`config.mk`:
```
export PLATFORM = sky130hd
export DESIGN_NAME = uprd_decoder
export DESIGN_NICKNAME = d
export VERILOG_FILES = /design/src/uprd_pkg.sv /design/src/uprd_decoder.sv /design/src/uprd_page_sel.sv
export VERILOG_INCLUDE_DIRS = /design/src
export SDC_FILE = /design/constraint.sdc
export NUM_CORES = 1
export LEC_CHECK = 0
export BUFFER_PORTS_ARGS = -buffer_cell sky130_fd_sc_hd__clkbuf_2
export CAP_MARGIN = 10
export CORE_ASPECT_RATIO = 1.2
export CORE_MARGIN = 8
export CORE_UTILIZATION = 52
export CTS_BUF_LIST = sky130_fd_sc_hd__clkbuf_8 sky130_fd_sc_hd__clkbuf_16
export DETAILED_ROUTE_END_ITERATION = 8
export PLACE_DENSITY = 0.77
export RECOVER_POWER = 100
export SLEW_MARGIN = 20
export SYNTH_ARGS = -nofsm -noshare
export SYNTH_HDL_FRONTEND = slang
export SYNTH_SLANG_ARGS = --single-unit
```
`constraint.sdc`:
```
create_clock -name SYS_CLK -period 2 [get_ports SYS_CLK]
set_clock_uncertainty 0.2 [all_clocks]
set_input_delay 0.4 -clock SYS_CLK [delete_from_list [all_inputs] [get_ports SYS_CLK]]
set_output_delay 0.4 -clock SYS_CLK [all_outputs]
set_load 0.02 [all_outputs]
```
`src/uprd_cfg.svh`:
```
// uprd_cfg.svh: offsets, selector values, reset values and field positions of the paged decoder
// assumes: included by the design modules, not by the package
`ifndef UPRD_CFG_SVH
`define UPRD_CFG_SVH
`define UPRD_OFS_0        3'h0
`define UPRD_OFS_1        3'h1
`define UPRD_OFS_2        3'h2
`define UPRD_OFS_3        3'h3
`define UPRD_OFS_4        3'h4
`define UPRD_OFS_5        3'h5
`define UPRD_OFS_6        3'h6
`define UPRD_OFS_7        3'h7
`define UPRD_LCR_EXT_KEY  8'hBF
`define UPRD_DLAB_BIT     7
`define UPRD_PG2_BIT      6
`define UPRD_PSEL_BIT     0
`define UPRD_RST_BYTE     8'h00
`endif

```
`src/uprd_pkg.sv`:
```
// uprd_pkg.sv: types shared by the paged decoder and its page selector
// assumes: uprd_cfg.svh is on the include path
package uprd_pkg;
  typedef enum logic [2:0] {
    UPRD_PG0,
    UPRD_PG1,
    UPRD_PG2,
    UPRD_PG3,
    UPRD_PG4
  } uprd_page_e;

  typedef struct packed {
    logic [2:0] ofs;
    logic       rd;
    logic       wr;
    logic [7:0] wdata;
  } uprd_acc_s;

  typedef struct packed {
    logic [7:0] tx_fifo_level;
    logic [7:0] rx_fifo_level;
    logic [7:0] flow_status;
    logic [7:0] line_status;
    logic [7:0] modem_status;
    logic [7:0] int_status;
    logic [7:0] rx_buffer;
  } uprd_stat_s;
endpackage
```
`src/uprd_decoder.sv`:
```
// uprd_decoder.sv: paged register decoder for one serial channel
// assumes: host strobes are synchronous one-cycle pulses; status bytes come from the channel core
`timescale 1ns/1ps
`include "uprd_cfg.svh"
module uprd_decoder (
  input  wire logic                 SYS_CLK,
  input  wire logic                 RESETN,
  input  wire uprd_pkg::uprd_acc_s  ACC,
  input  wire uprd_pkg::uprd_stat_s STAT,
  output logic [7:0]                RDATA,
  output logic                      RVALID,
  output logic [7:0]                TX_DATA,
  output logic                      TX_LOAD,
  output logic [7:0]                FIFO_CTRL,
  output logic                      FIFO_CTRL_LOAD,
  output logic                      RX_POP,
  output logic                      INT_STATUS_READ,
  output logic                      LINE_STATUS_READ,
  output logic                      MODEM_STATUS_READ,
  output logic [15:0]               DIVISOR,
  output logic [7:0]                LINE_CONTROL,
  output logic [7:0]                MODEM_CONTROL,
  output logic [7:0]                INT_ENABLE,
  output logic [2:0]                PAGE
);
  import uprd_pkg::*;

  logic [7:0] int_enable_ff;
  logic [7:0] line_control_ff;
  logic [7:0] modem_control_ff;
  logic [7:0] scratch_pad_ff;
  logic [7:0] divisor_low_ff;
  logic [7:0] divisor_high_ff;
  logic [7:0] page_select_ff;
  logic [7:0] auto_toggle_ctrl_ff;
  logic [7:0] enhanced_feature_ff;
  logic [7:0] flow_resume_char1_ff;
  logic [7:0] flow_resume_char2_ff;
  logic [7:0] flow_stop_char1_ff;
  logic [7:0] flow_stop_char2_ff;
  logic [7:0] additional_feature_ff;
  logic [7:0] flow_stop_resend_count_ff;
  logic [7:0] tx_fifo_trigger_ff;
  logic [7:0] rx_fifo_trigger_ff;
  logic [7:0] flow_upper_threshold_ff;
  logic [7:0] flow_lower_threshold_ff;
  logic [7:0] rdata_ff;
  logic       rvalid_ff;
  logic [7:0] tx_data_ff;
  logic       tx_load_ff;
  logic [7:0] fifo_ctrl_ff;
  logic       fifo_ctrl_load_ff;
  logic       rx_pop_ff;
  logic       isr_rd_ff;
  logic       lsr_rd_ff;
  logic       msr_rd_ff;
  logic [2:0] page_ff;

  uprd_page_e page;
  logic       p0;
  logic       p1;
  logic       p2;
  logic       p3;
  logic       p4;
  logic       p01;
  logic       p34;
  logic [7:0] o;
  logic       wr;
  logic       rd;
  logic [7:0] wd;

  uprd_page_sel u_page_sel (
    .line_control  (line_control_ff),
    .modem_control (modem_control_ff),
    .page_select   (page_select_ff),
    .page          (page)
  );

  assign p0  = (page == UPRD_PG0);
  assign p1  = (page == UPRD_PG1);
  assign p2  = (page == UPRD_PG2);
  assign p3  = (page == UPRD_PG3);
  assign p4  = (page == UPRD_PG4);
  assign p01 = p0 | p1;
  assign p34 = p3 | p4;
  assign wr  = ACC.wr;
  assign rd  = ACC.rd;
  assign wd  = ACC.wdata;

  // one-hot offset decode
  genvar gi;
  generate
    for (gi = 0; gi < 8; gi++) begin : g_ofs
      assign o[gi] = (ACC.ofs == 3'(gi));
    end
  endgenerate

  // write enables per register
  logic we_thr;
  logic we_ier;
  logic we_fcr;
  logic we_lcr;
  logic we_mcr;
  logic we_spr;
  logic we_dll;
  logic we_dlm;
  logic we_psr;
  logic we_atr;
  logic we_efr;
  logic we_xn1;
  logic we_xn2;
  logic we_xf1;
  logic we_xf2;
  logic we_afr;
  logic we_xrc;
  logic we_ttr;
  logic we_rtr;
  logic we_fur;
  logic we_flr;
  assign we_thr = wr & p0 & o[`UPRD_OFS_0];
  assign we_ier = wr & p0 & o[`UPRD_OFS_1];
  assign we_fcr = wr & p01 & o[`UPRD_OFS_2];
  assign we_lcr = wr & o[`UPRD_OFS_3];
  assign we_mcr = wr & ~p34 & o[`UPRD_OFS_4];
  assign we_spr = wr & p01 & o[`UPRD_OFS_7];
  assign we_dll = wr & p1 & o[`UPRD_OFS_0];
  assign we_dlm = wr & p1 & o[`UPRD_OFS_1];
  assign we_psr = wr & p34 & o[`UPRD_OFS_0];
  assign we_atr = wr & p3 & o[`UPRD_OFS_1];
  assign we_efr = wr & p3 & o[`UPRD_OFS_2];
  assign we_xn1 = wr & p3 & o[`UPRD_OFS_4];
  assign we_xn2 = wr & p3 & o[`UPRD_OFS_5];
  assign we_xf1 = wr & p3 & o[`UPRD_OFS_6];
  assign we_xf2 = wr & p3 & o[`UPRD_OFS_7];
  assign we_afr = wr & p4 & o[`UPRD_OFS_1];
  assign we_xrc = wr & p4 & o[`UPRD_OFS_2];
  assign we_ttr = wr & p4 & o[`UPRD_OFS_4];
  assign we_rtr = wr & p4 & o[`UPRD_OFS_5];
  assign we_fur = wr & p4 & o[`UPRD_OFS_6];
  assign we_flr = wr & p4 & o[`UPRD_OFS_7];

  // read mux; status offsets on pages 0,1 read the channel core, page 2 holes at offsets 0 to 2 fall to zero
  logic [7:0] rmux;
  always_comb begin
    rmux = `UPRD_RST_BYTE;
    unique case (ACC.ofs)
      `UPRD_OFS_0: begin
        if (p0) rmux = STAT.rx_buffer;
        else if (p1) rmux = divisor_low_ff;
        else if (p34) rmux = page_select_ff;
      end
      `UPRD_OFS_1: begin
        if (p0) rmux = int_enable_ff;
        else if (p1) rmux = divisor_high_ff;
        else if (p3) rmux = auto_toggle_ctrl_ff;
        else if (p4) rmux = additional_feature_ff;
      end
      `UPRD_OFS_2: begin
        if (p01) rmux = STAT.int_status;
        else if (p3) rmux = enhanced_feature_ff;
        else if (p4) rmux = flow_stop_resend_count_ff;
      end
      `UPRD_OFS_3: rmux = line_control_ff;
      `UPRD_OFS_4: begin
        if (!p34) rmux = modem_control_ff;
        else if (p3) rmux = flow_resume_char1_ff;
        else rmux = tx_fifo_trigger_ff;
      end
      `UPRD_OFS_5: begin
        if (p01) rmux = STAT.line_status;
        else if (p2) rmux = STAT.tx_fifo_level;
        else if (p3) rmux = flow_resume_char2_ff;
        else rmux = rx_fifo_trigger_ff;
      end
      `UPRD_OFS_6: begin
        if (p01) rmux = STAT.modem_status;
        else if (p2) rmux = STAT.rx_fifo_level;
        else if (p3) rmux = flow_stop_char1_ff;
        else rmux = flow_upper_threshold_ff;
      end
      `UPRD_OFS_7: begin
        if (p01) rmux = scratch_pad_ff;
        else if (p2) rmux = STAT.flow_status;
        else if (p3) rmux = flow_stop_char2_ff;
        else rmux = flow_lower_threshold_ff;
      end
    endcase
  end

  // read side effects reported to the channel core
  logic nxt_rx_pop;
  logic nxt_isr_rd;
  logic nxt_lsr_rd;
  logic nxt_msr_rd;
  assign nxt_rx_pop = rd & p0 & o[`UPRD_OFS_0];
  assign nxt_isr_rd = rd & p01 & o[`UPRD_OFS_2];
  assign nxt_lsr_rd = rd & p01 & o[`UPRD_OFS_5];
  assign nxt_msr_rd = rd & p01 & o[`UPRD_OFS_6];

  // generic storage byte with write enable
  `define UPRD_REG(q, we) \
    always_ff @(posedge SYS_CLK or negedge RESETN) begin \
      if (!RESETN) q <= `UPRD_RST_BYTE; \
      else if (we) q <= wd; \
    end

  `UPRD_REG(int_enable_ff, we_ier)
  `UPRD_REG(line_control_ff, we_lcr)
  `UPRD_REG(modem_control_ff, we_mcr)
  `UPRD_REG(scratch_pad_ff, we_spr)
  `UPRD_REG(divisor_low_ff, we_dll)
  `UPRD_REG(divisor_high_ff, we_dlm)
  `UPRD_REG(page_select_ff, we_psr)
  `UPRD_REG(auto_toggle_ctrl_ff, we_atr)
  `UPRD_REG(enhanced_feature_ff, we_efr)
  `UPRD_REG(flow_resume_char1_ff, we_xn1)
  `UPRD_REG(flow_resume_char2_ff, we_xn2)
  `UPRD_REG(flow_stop_char1_ff, we_xf1)
  `UPRD_REG(flow_stop_char2_ff, we_xf2)
  `UPRD_REG(additional_feature_ff, we_afr)
  `UPRD_REG(flow_stop_resend_count_ff, we_xrc)
  `UPRD_REG(tx_fifo_trigger_ff, we_ttr)
  `UPRD_REG(rx_fifo_trigger_ff, we_rtr)
  `UPRD_REG(flow_upper_threshold_ff, we_fur)
  `UPRD_REG(flow_lower_threshold_ff, we_flr)
  `UPRD_REG(tx_data_ff, we_thr)
  `UPRD_REG(fifo_ctrl_ff, we_fcr)

  always_ff @(posedge SYS_CLK or negedge RESETN) begin
    if (!RESETN) begin
      rdata_ff          <= `UPRD_RST_BYTE;
      rvalid_ff         <= 1'b0;
      tx_load_ff        <= 1'b0;
      fifo_ctrl_load_ff <= 1'b0;
      rx_pop_ff         <= 1'b0;
      isr_rd_ff         <= 1'b0;
      lsr_rd_ff         <= 1'b0;
      msr_rd_ff         <= 1'b0;
      page_ff           <= 3'h0;
    end else begin
      if (rd) rdata_ff <= rmux;
      rvalid_ff         <= rd;
      tx_load_ff        <= we_thr;
      fifo_ctrl_load_ff <= we_fcr;
      rx_pop_ff         <= nxt_rx_pop;
      isr_rd_ff         <= nxt_isr_rd;
      lsr_rd_ff         <= nxt_lsr_rd;
      msr_rd_ff         <= nxt_msr_rd;
      page_ff           <= 3'(page);
    end
  end

  assign RDATA             = rdata_ff;
  assign RVALID            = rvalid_ff;
  assign TX_DATA           = tx_data_ff;
  assign TX_LOAD           = tx_load_ff;
  assign FIFO_CTRL         = fifo_ctrl_ff;
  assign FIFO_CTRL_LOAD    = fifo_ctrl_load_ff;
  assign RX_POP            = rx_pop_ff;
  assign INT_STATUS_READ   = isr_rd_ff;
  assign LINE_STATUS_READ  = lsr_rd_ff;
  assign MODEM_STATUS_READ = msr_rd_ff;
  assign DIVISOR           = {divisor_high_ff, divisor_low_ff};
  assign LINE_CONTROL      = line_control_ff;
  assign MODEM_CONTROL     = modem_control_ff;
  assign INT_ENABLE        = int_enable_ff;
  assign PAGE              = page_ff;

  // checks
  a_lcr_any_page: assert property (@(posedge SYS_CLK) disable iff (!RESETN)
    ACC.wr && ACC.ofs == 3'h3 |=> line_control_ff == $past(ACC.wdata))
    else $error("line control write lost");
  a_mcr_ext_lock: assert property (@(posedge SYS_CLK) disable iff (!RESETN)
    ACC.wr && ACC.ofs == 3'h4 && line_control_ff == 8'hBF |=> $stable(modem_control_ff))
    else $error("modem control written under key");
  a_thr_load: assert property (@(posedge SYS_CLK) disable iff (!RESETN)
    ACC.wr && ACC.ofs == 3'h0 && page == UPRD_PG0 |=> TX_LOAD && TX_DATA == $past(ACC.wdata))
    else $error("transmit load missing");
  a_dll_write: assert property (@(posedge SYS_CLK) disable iff (!RESETN)
    ACC.wr && ACC.ofs == 3'h0 && page == UPRD_PG1 |=> DIVISOR[7:0] == $past(ACC.wdata) && !TX_LOAD)
    else $error("divisor low write wrong");
  a_scratch_back: assert property (@(posedge SYS_CLK) disable iff (!RESETN)
    ACC.rd && ACC.ofs == 3'h7 && p01 |=> RDATA == scratch_pad_ff)
    else $error("scratch readback wrong");
  a_pg2_hole: assert property (@(posedge SYS_CLK) disable iff (!RESETN)
    ACC.rd && p2 && ACC.ofs < 3'h3 |=> RDATA == 8'h00)
    else $error("page 2 hole not zero");
  a_lsr_ro: assert property (@(posedge SYS_CLK) disable iff (!RESETN)
    ACC.rd && p01 && ACC.ofs == 3'h5 |=> RDATA == $past(STAT.line_status) && LINE_STATUS_READ)
    else $error("line status read wrong");
  a_page_pick: assert property (@(posedge SYS_CLK) disable iff (!RESETN)
    line_control_ff == 8'hBF |-> page == (page_select_ff[0] ? UPRD_PG4 : UPRD_PG3))
    else $error("key page select wrong");
  c_page4_write: cover property (@(posedge SYS_CLK) disable iff (!RESETN) we_flr);
  c_page2_read: cover property (@(posedge SYS_CLK) disable iff (!RESETN) rd && p2 && o[7]);
  c_divisor_write: cover property (@(posedge SYS_CLK) disable iff (!RESETN) we_dlm);
endmodule

```
`src/uprd_page_sel.sv`:
```
// uprd_page_sel.sv: picks the active register page from line control, modem control, page select
// assumes: inputs are register contents of the same clock domain
`timescale 1ns/1ps
`include "uprd_cfg.svh"
module uprd_page_sel (
  input  wire logic [7:0]         line_control,
  input  wire logic [7:0]         modem_control,
  input  wire logic [7:0]         page_select,
  output uprd_pkg::uprd_page_e    page
);
  import uprd_pkg::*;
  logic ext_key;
  logic dlab;
  logic pg2;
  assign ext_key = (line_control == `UPRD_LCR_EXT_KEY);
  assign dlab    = line_control[`UPRD_DLAB_BIT];
  assign pg2     = modem_control[`UPRD_PG2_BIT];
  // key wins over divisor access, then page-two select
  assign page = ext_key ? (page_select[`UPRD_PSEL_BIT] ? UPRD_PG4 : UPRD_PG3) :
                dlab    ? UPRD_PG1 :
                pg2     ? UPRD_PG2 :
                          UPRD_PG0;
endmodule

```
==> results_dict.tcl <==
set metrics [dict create \
    cp_max_fo 5 \
    mostFrequentLayoutCell "dfrtp_1" \
    io_pins 145 \
    synth_cell_type_count 71 \
    total_power_uw 10800 \
    die_w_um 138 \
    grt_pass1_wl_um 49600 \
    synthFlopType "dfrtp_1" \
    reg2reg_slack_ns -0.51 \
    p_leak_uw 0.00599 \
    ir_worst_vdd_v 0.000641 \
    synth.top_cell.area_share_pct 49.7 \
    cts_sinks 186 \
    drt_iter0_drc 1005 \
    arrival_ns 2.60 \
    seqPwrFrac_pct 41.8 \
    worst_pin_slew_ns 0.679 \
    ant_nets 0 \
    layout_common_cells "176 x dfrtp_1, 121 x buf_4, 114 x mux2_2, 77 x clkbuf_2, 73 x clkbuf_1" \
    cts-root-buf "clkbuf_16" \
    ys_seq_area_share_pct 49.7 \
    final_layout_size_suffix_gt1_share_pct 52.8 \
    min_to "RVALID" \
    hold_class "primary input to register" \
    rows 53 \
    num-nets-final 1106 \
    rsz0062_at_grt "yes" \
    cp_slowest_stage_delay_ns 0.44 \
    grt_pass1_vias 8577 \
    r2r_start "LINE_CONTROL[7]" \
    sw_frac_of_total_pct 34.8 \
    r2r_cells 7 \
    yosys_warnings 0 \
    viasPerCell 6.67 \
    area_delta_synth_final_pct 37.1 \
    die_h_um 163 \
    dpl.cell_count 1198 \
    diodes 0 \
    timing.hold.ws_ns 0.0471 \
    postSynthCellCount 756 \
    final_cells 1268 \
    grtUsageTotal_pct 28.3 \
    syn-cell-area_um2 9360 \
    maxCapViolCount 0 \
    p_per_area_nw_per_um2 842 \
    die-area_um2 22600 \
    p_sw_uw 3770 \
    slew_viol_final 0 \
    fin_setup_tns_ns -28.83 \
    routed_wl_um 34600 \
    synth-edff-count 0 \
    grt_max_degree 60 \
    cp.required_ns 2.09 \
    hold_path_startpoint "ACC[9]" \
    failed_checks "setup timing" \
    status "complete, but fails checks" \
    antenna_found_initial 0 \
    final-setup-viol-count 168 \
    critical_path_class "register to register" \
    ys_ff_latch 186 \
    synth_area_leaders "dfrtp_1 50%, mux2_2 21%, mux2i_1 3.1%" \
    final.period_utilization_pct 125 \
    syn_avg_cell_area_um2 12.4 \
    p_int_uw 7050 \
    fmax_ghz 0.399 \
    clk_latency_ns 0.45 \
    cts_tree "built" \
    end_kind "register" \
    syn-num-nets 827 \
    drc_errors 0 \
    clkPwrFrac_pct 30.2 \
    crit_chain "and4b_2, buf_12, buf_4, a311oi_1, a211oi_1, o41ai_4, a31oi_1" \
    cts_htree_levels 4 \
    vias 8455 \
    finalHoldViolCount 0 \
    numPortBuffers 144 \
    cts_buffers 17 \
    cts.clk_slew.worst_paths_ns 0.07 \
    dr.pass1.iters 7 \
    r2r_end "RDATA[6]" \
    start_util_pct 53.3 \
    grt_overflow_total 0 \
    dp_hpwl_um 21600 \
    wl_per_cell_um 27.3 \
    crit_slowest_cell "o41ai_4" \
    gp_congestion 0.955 \
    worst_slack_ns -0.506 \
    cts_buffer_depth 2 \
    fp.coreArea_um2 17600 \
    async_flop_share_pct 100 \
    max_slew_margin_pct 54.7 \
    start_kind "register" \
    min_path_cells 1 \
    pwr-share-comb_pct 28.0 \
    synth.largest_area_cell "dfrtp_1" \
    fin_crit_ns 2.51 \
]
power by group through the flow:
stage	logic (uW)	registers, uW	clock network [uW]
after detailed placement	2690	4570	0
after global routing	3160	4550	3440
after global placement	2650	4550	0
after floorplan	1040	4920	0
final	3030	4520	3260
after CTS	2910	4490	3270
logic make-up (layout without fill, tap and decap cells):
logic type | after synthesis | count (layout) | share of synthesized area [%]
buffers and inverters | 72 | 363 | 4.18
AO/OA/AOI/OAI | 156 | 156 | 12.0
flip-flops | 186 | 186 | 49.7
multiplexers | 207 | 207 | 24.5
AND/OR/NAND/NOR | 135 | 136 | 9.54
cells in the mapped netlist (6+ instances only):
| cell type | n |
|---|---|
| a21oi_1 | 20 |
| nor2_4 | 6 |
| nand3_2 | 6 |
| nand3_1 | 15 |
| a311oi_1 | 6 |
| buf_2 | 22 |
| dfrtp_1 | 186 |
| a22oi_1 | 9 |
| nand2_1 | 37 |
| mux2_2 | 177 |
| a221oi_1 | 8 |
| a211oi_1 | 14 |
| o211ai_1 | 13 |
| o21ai_0 | 28 |
| o31ai_1 | 6 |
| buf_6 | 8 |
| a41oi_1 | 6 |
| nand3_4 | 6 |
| mux2i_1 | 29 |
| clkbuf_1 | 26 |
| buf_4 | 9 |
| nor2_1 | 25 |
metal layers:
metal  routed length [um]  global-route usage [%]  up-vias
met5                    0                       0        -
met4                 2210                    17.4        0
met3                 3290                    6.91      198
met2                16500                    46.4      636
met1                12700                    33.1     4222
li1                     -                       -     3399
repair_timing:
action,in CTS,in global routing
pin swaps,24,27
endpoints found under the hold margin,186,0
setup buffers,23,13
cloned,2,1
resized for setup,103,74
endpoints found under the setup margin,151,168
hold buffers,1,0
metrics by stage:
step | setup slack, ns | util [%] | area (um^2)
6_report | -0.506 | 73.0 | 12800
5_1_grt | -0.575 | 73.0 | 12800
4_1_cts | -0.269 | 71.5 | 12600
3_5_place_dp | -0.641 | 64.2 | 11300
3_3_place_gp | -0.612 | 64.2 | 11300
2_1_floorplan | -0.0810 | - | 9400
worst max path at each step:
stage | start | endpoint | slack [ns] | cells past startpoint
floorplan | LINE_CONTROL[7] | RDATA[5] | -0.08 | 8
global placement | LINE_CONTROL[1] | RDATA[6] | -0.61 | 6
detailed placement | LINE_CONTROL[7] | RDATA[5] | -0.64 | 8
CTS | LINE_CONTROL[4] | RDATA[5] | -0.27 | 7
global route | LINE_CONTROL[7] | RDATA[0] | -0.57 | 10
finish | LINE_CONTROL[7] | RDATA[6] | -0.51 | 7
cell type report:
type	count	area (um^2)
repair buffers	324	2330
inverters	7	26.3
clock buffers	17	425
multi-input cells	499	4970
clock inverters	15	136
flip-flops and latches	186	4670
fillers	1081	4740
well taps	220	275
critical path, delay by kind of cell (launching register included):
kind	cells	cell delay (ns)
compound gates	4	1.16
flops	1	0.43
buf+inv	2	0.31
simple gates	1	0.25
Note: power is estimated with default switching activity, not from simulation.
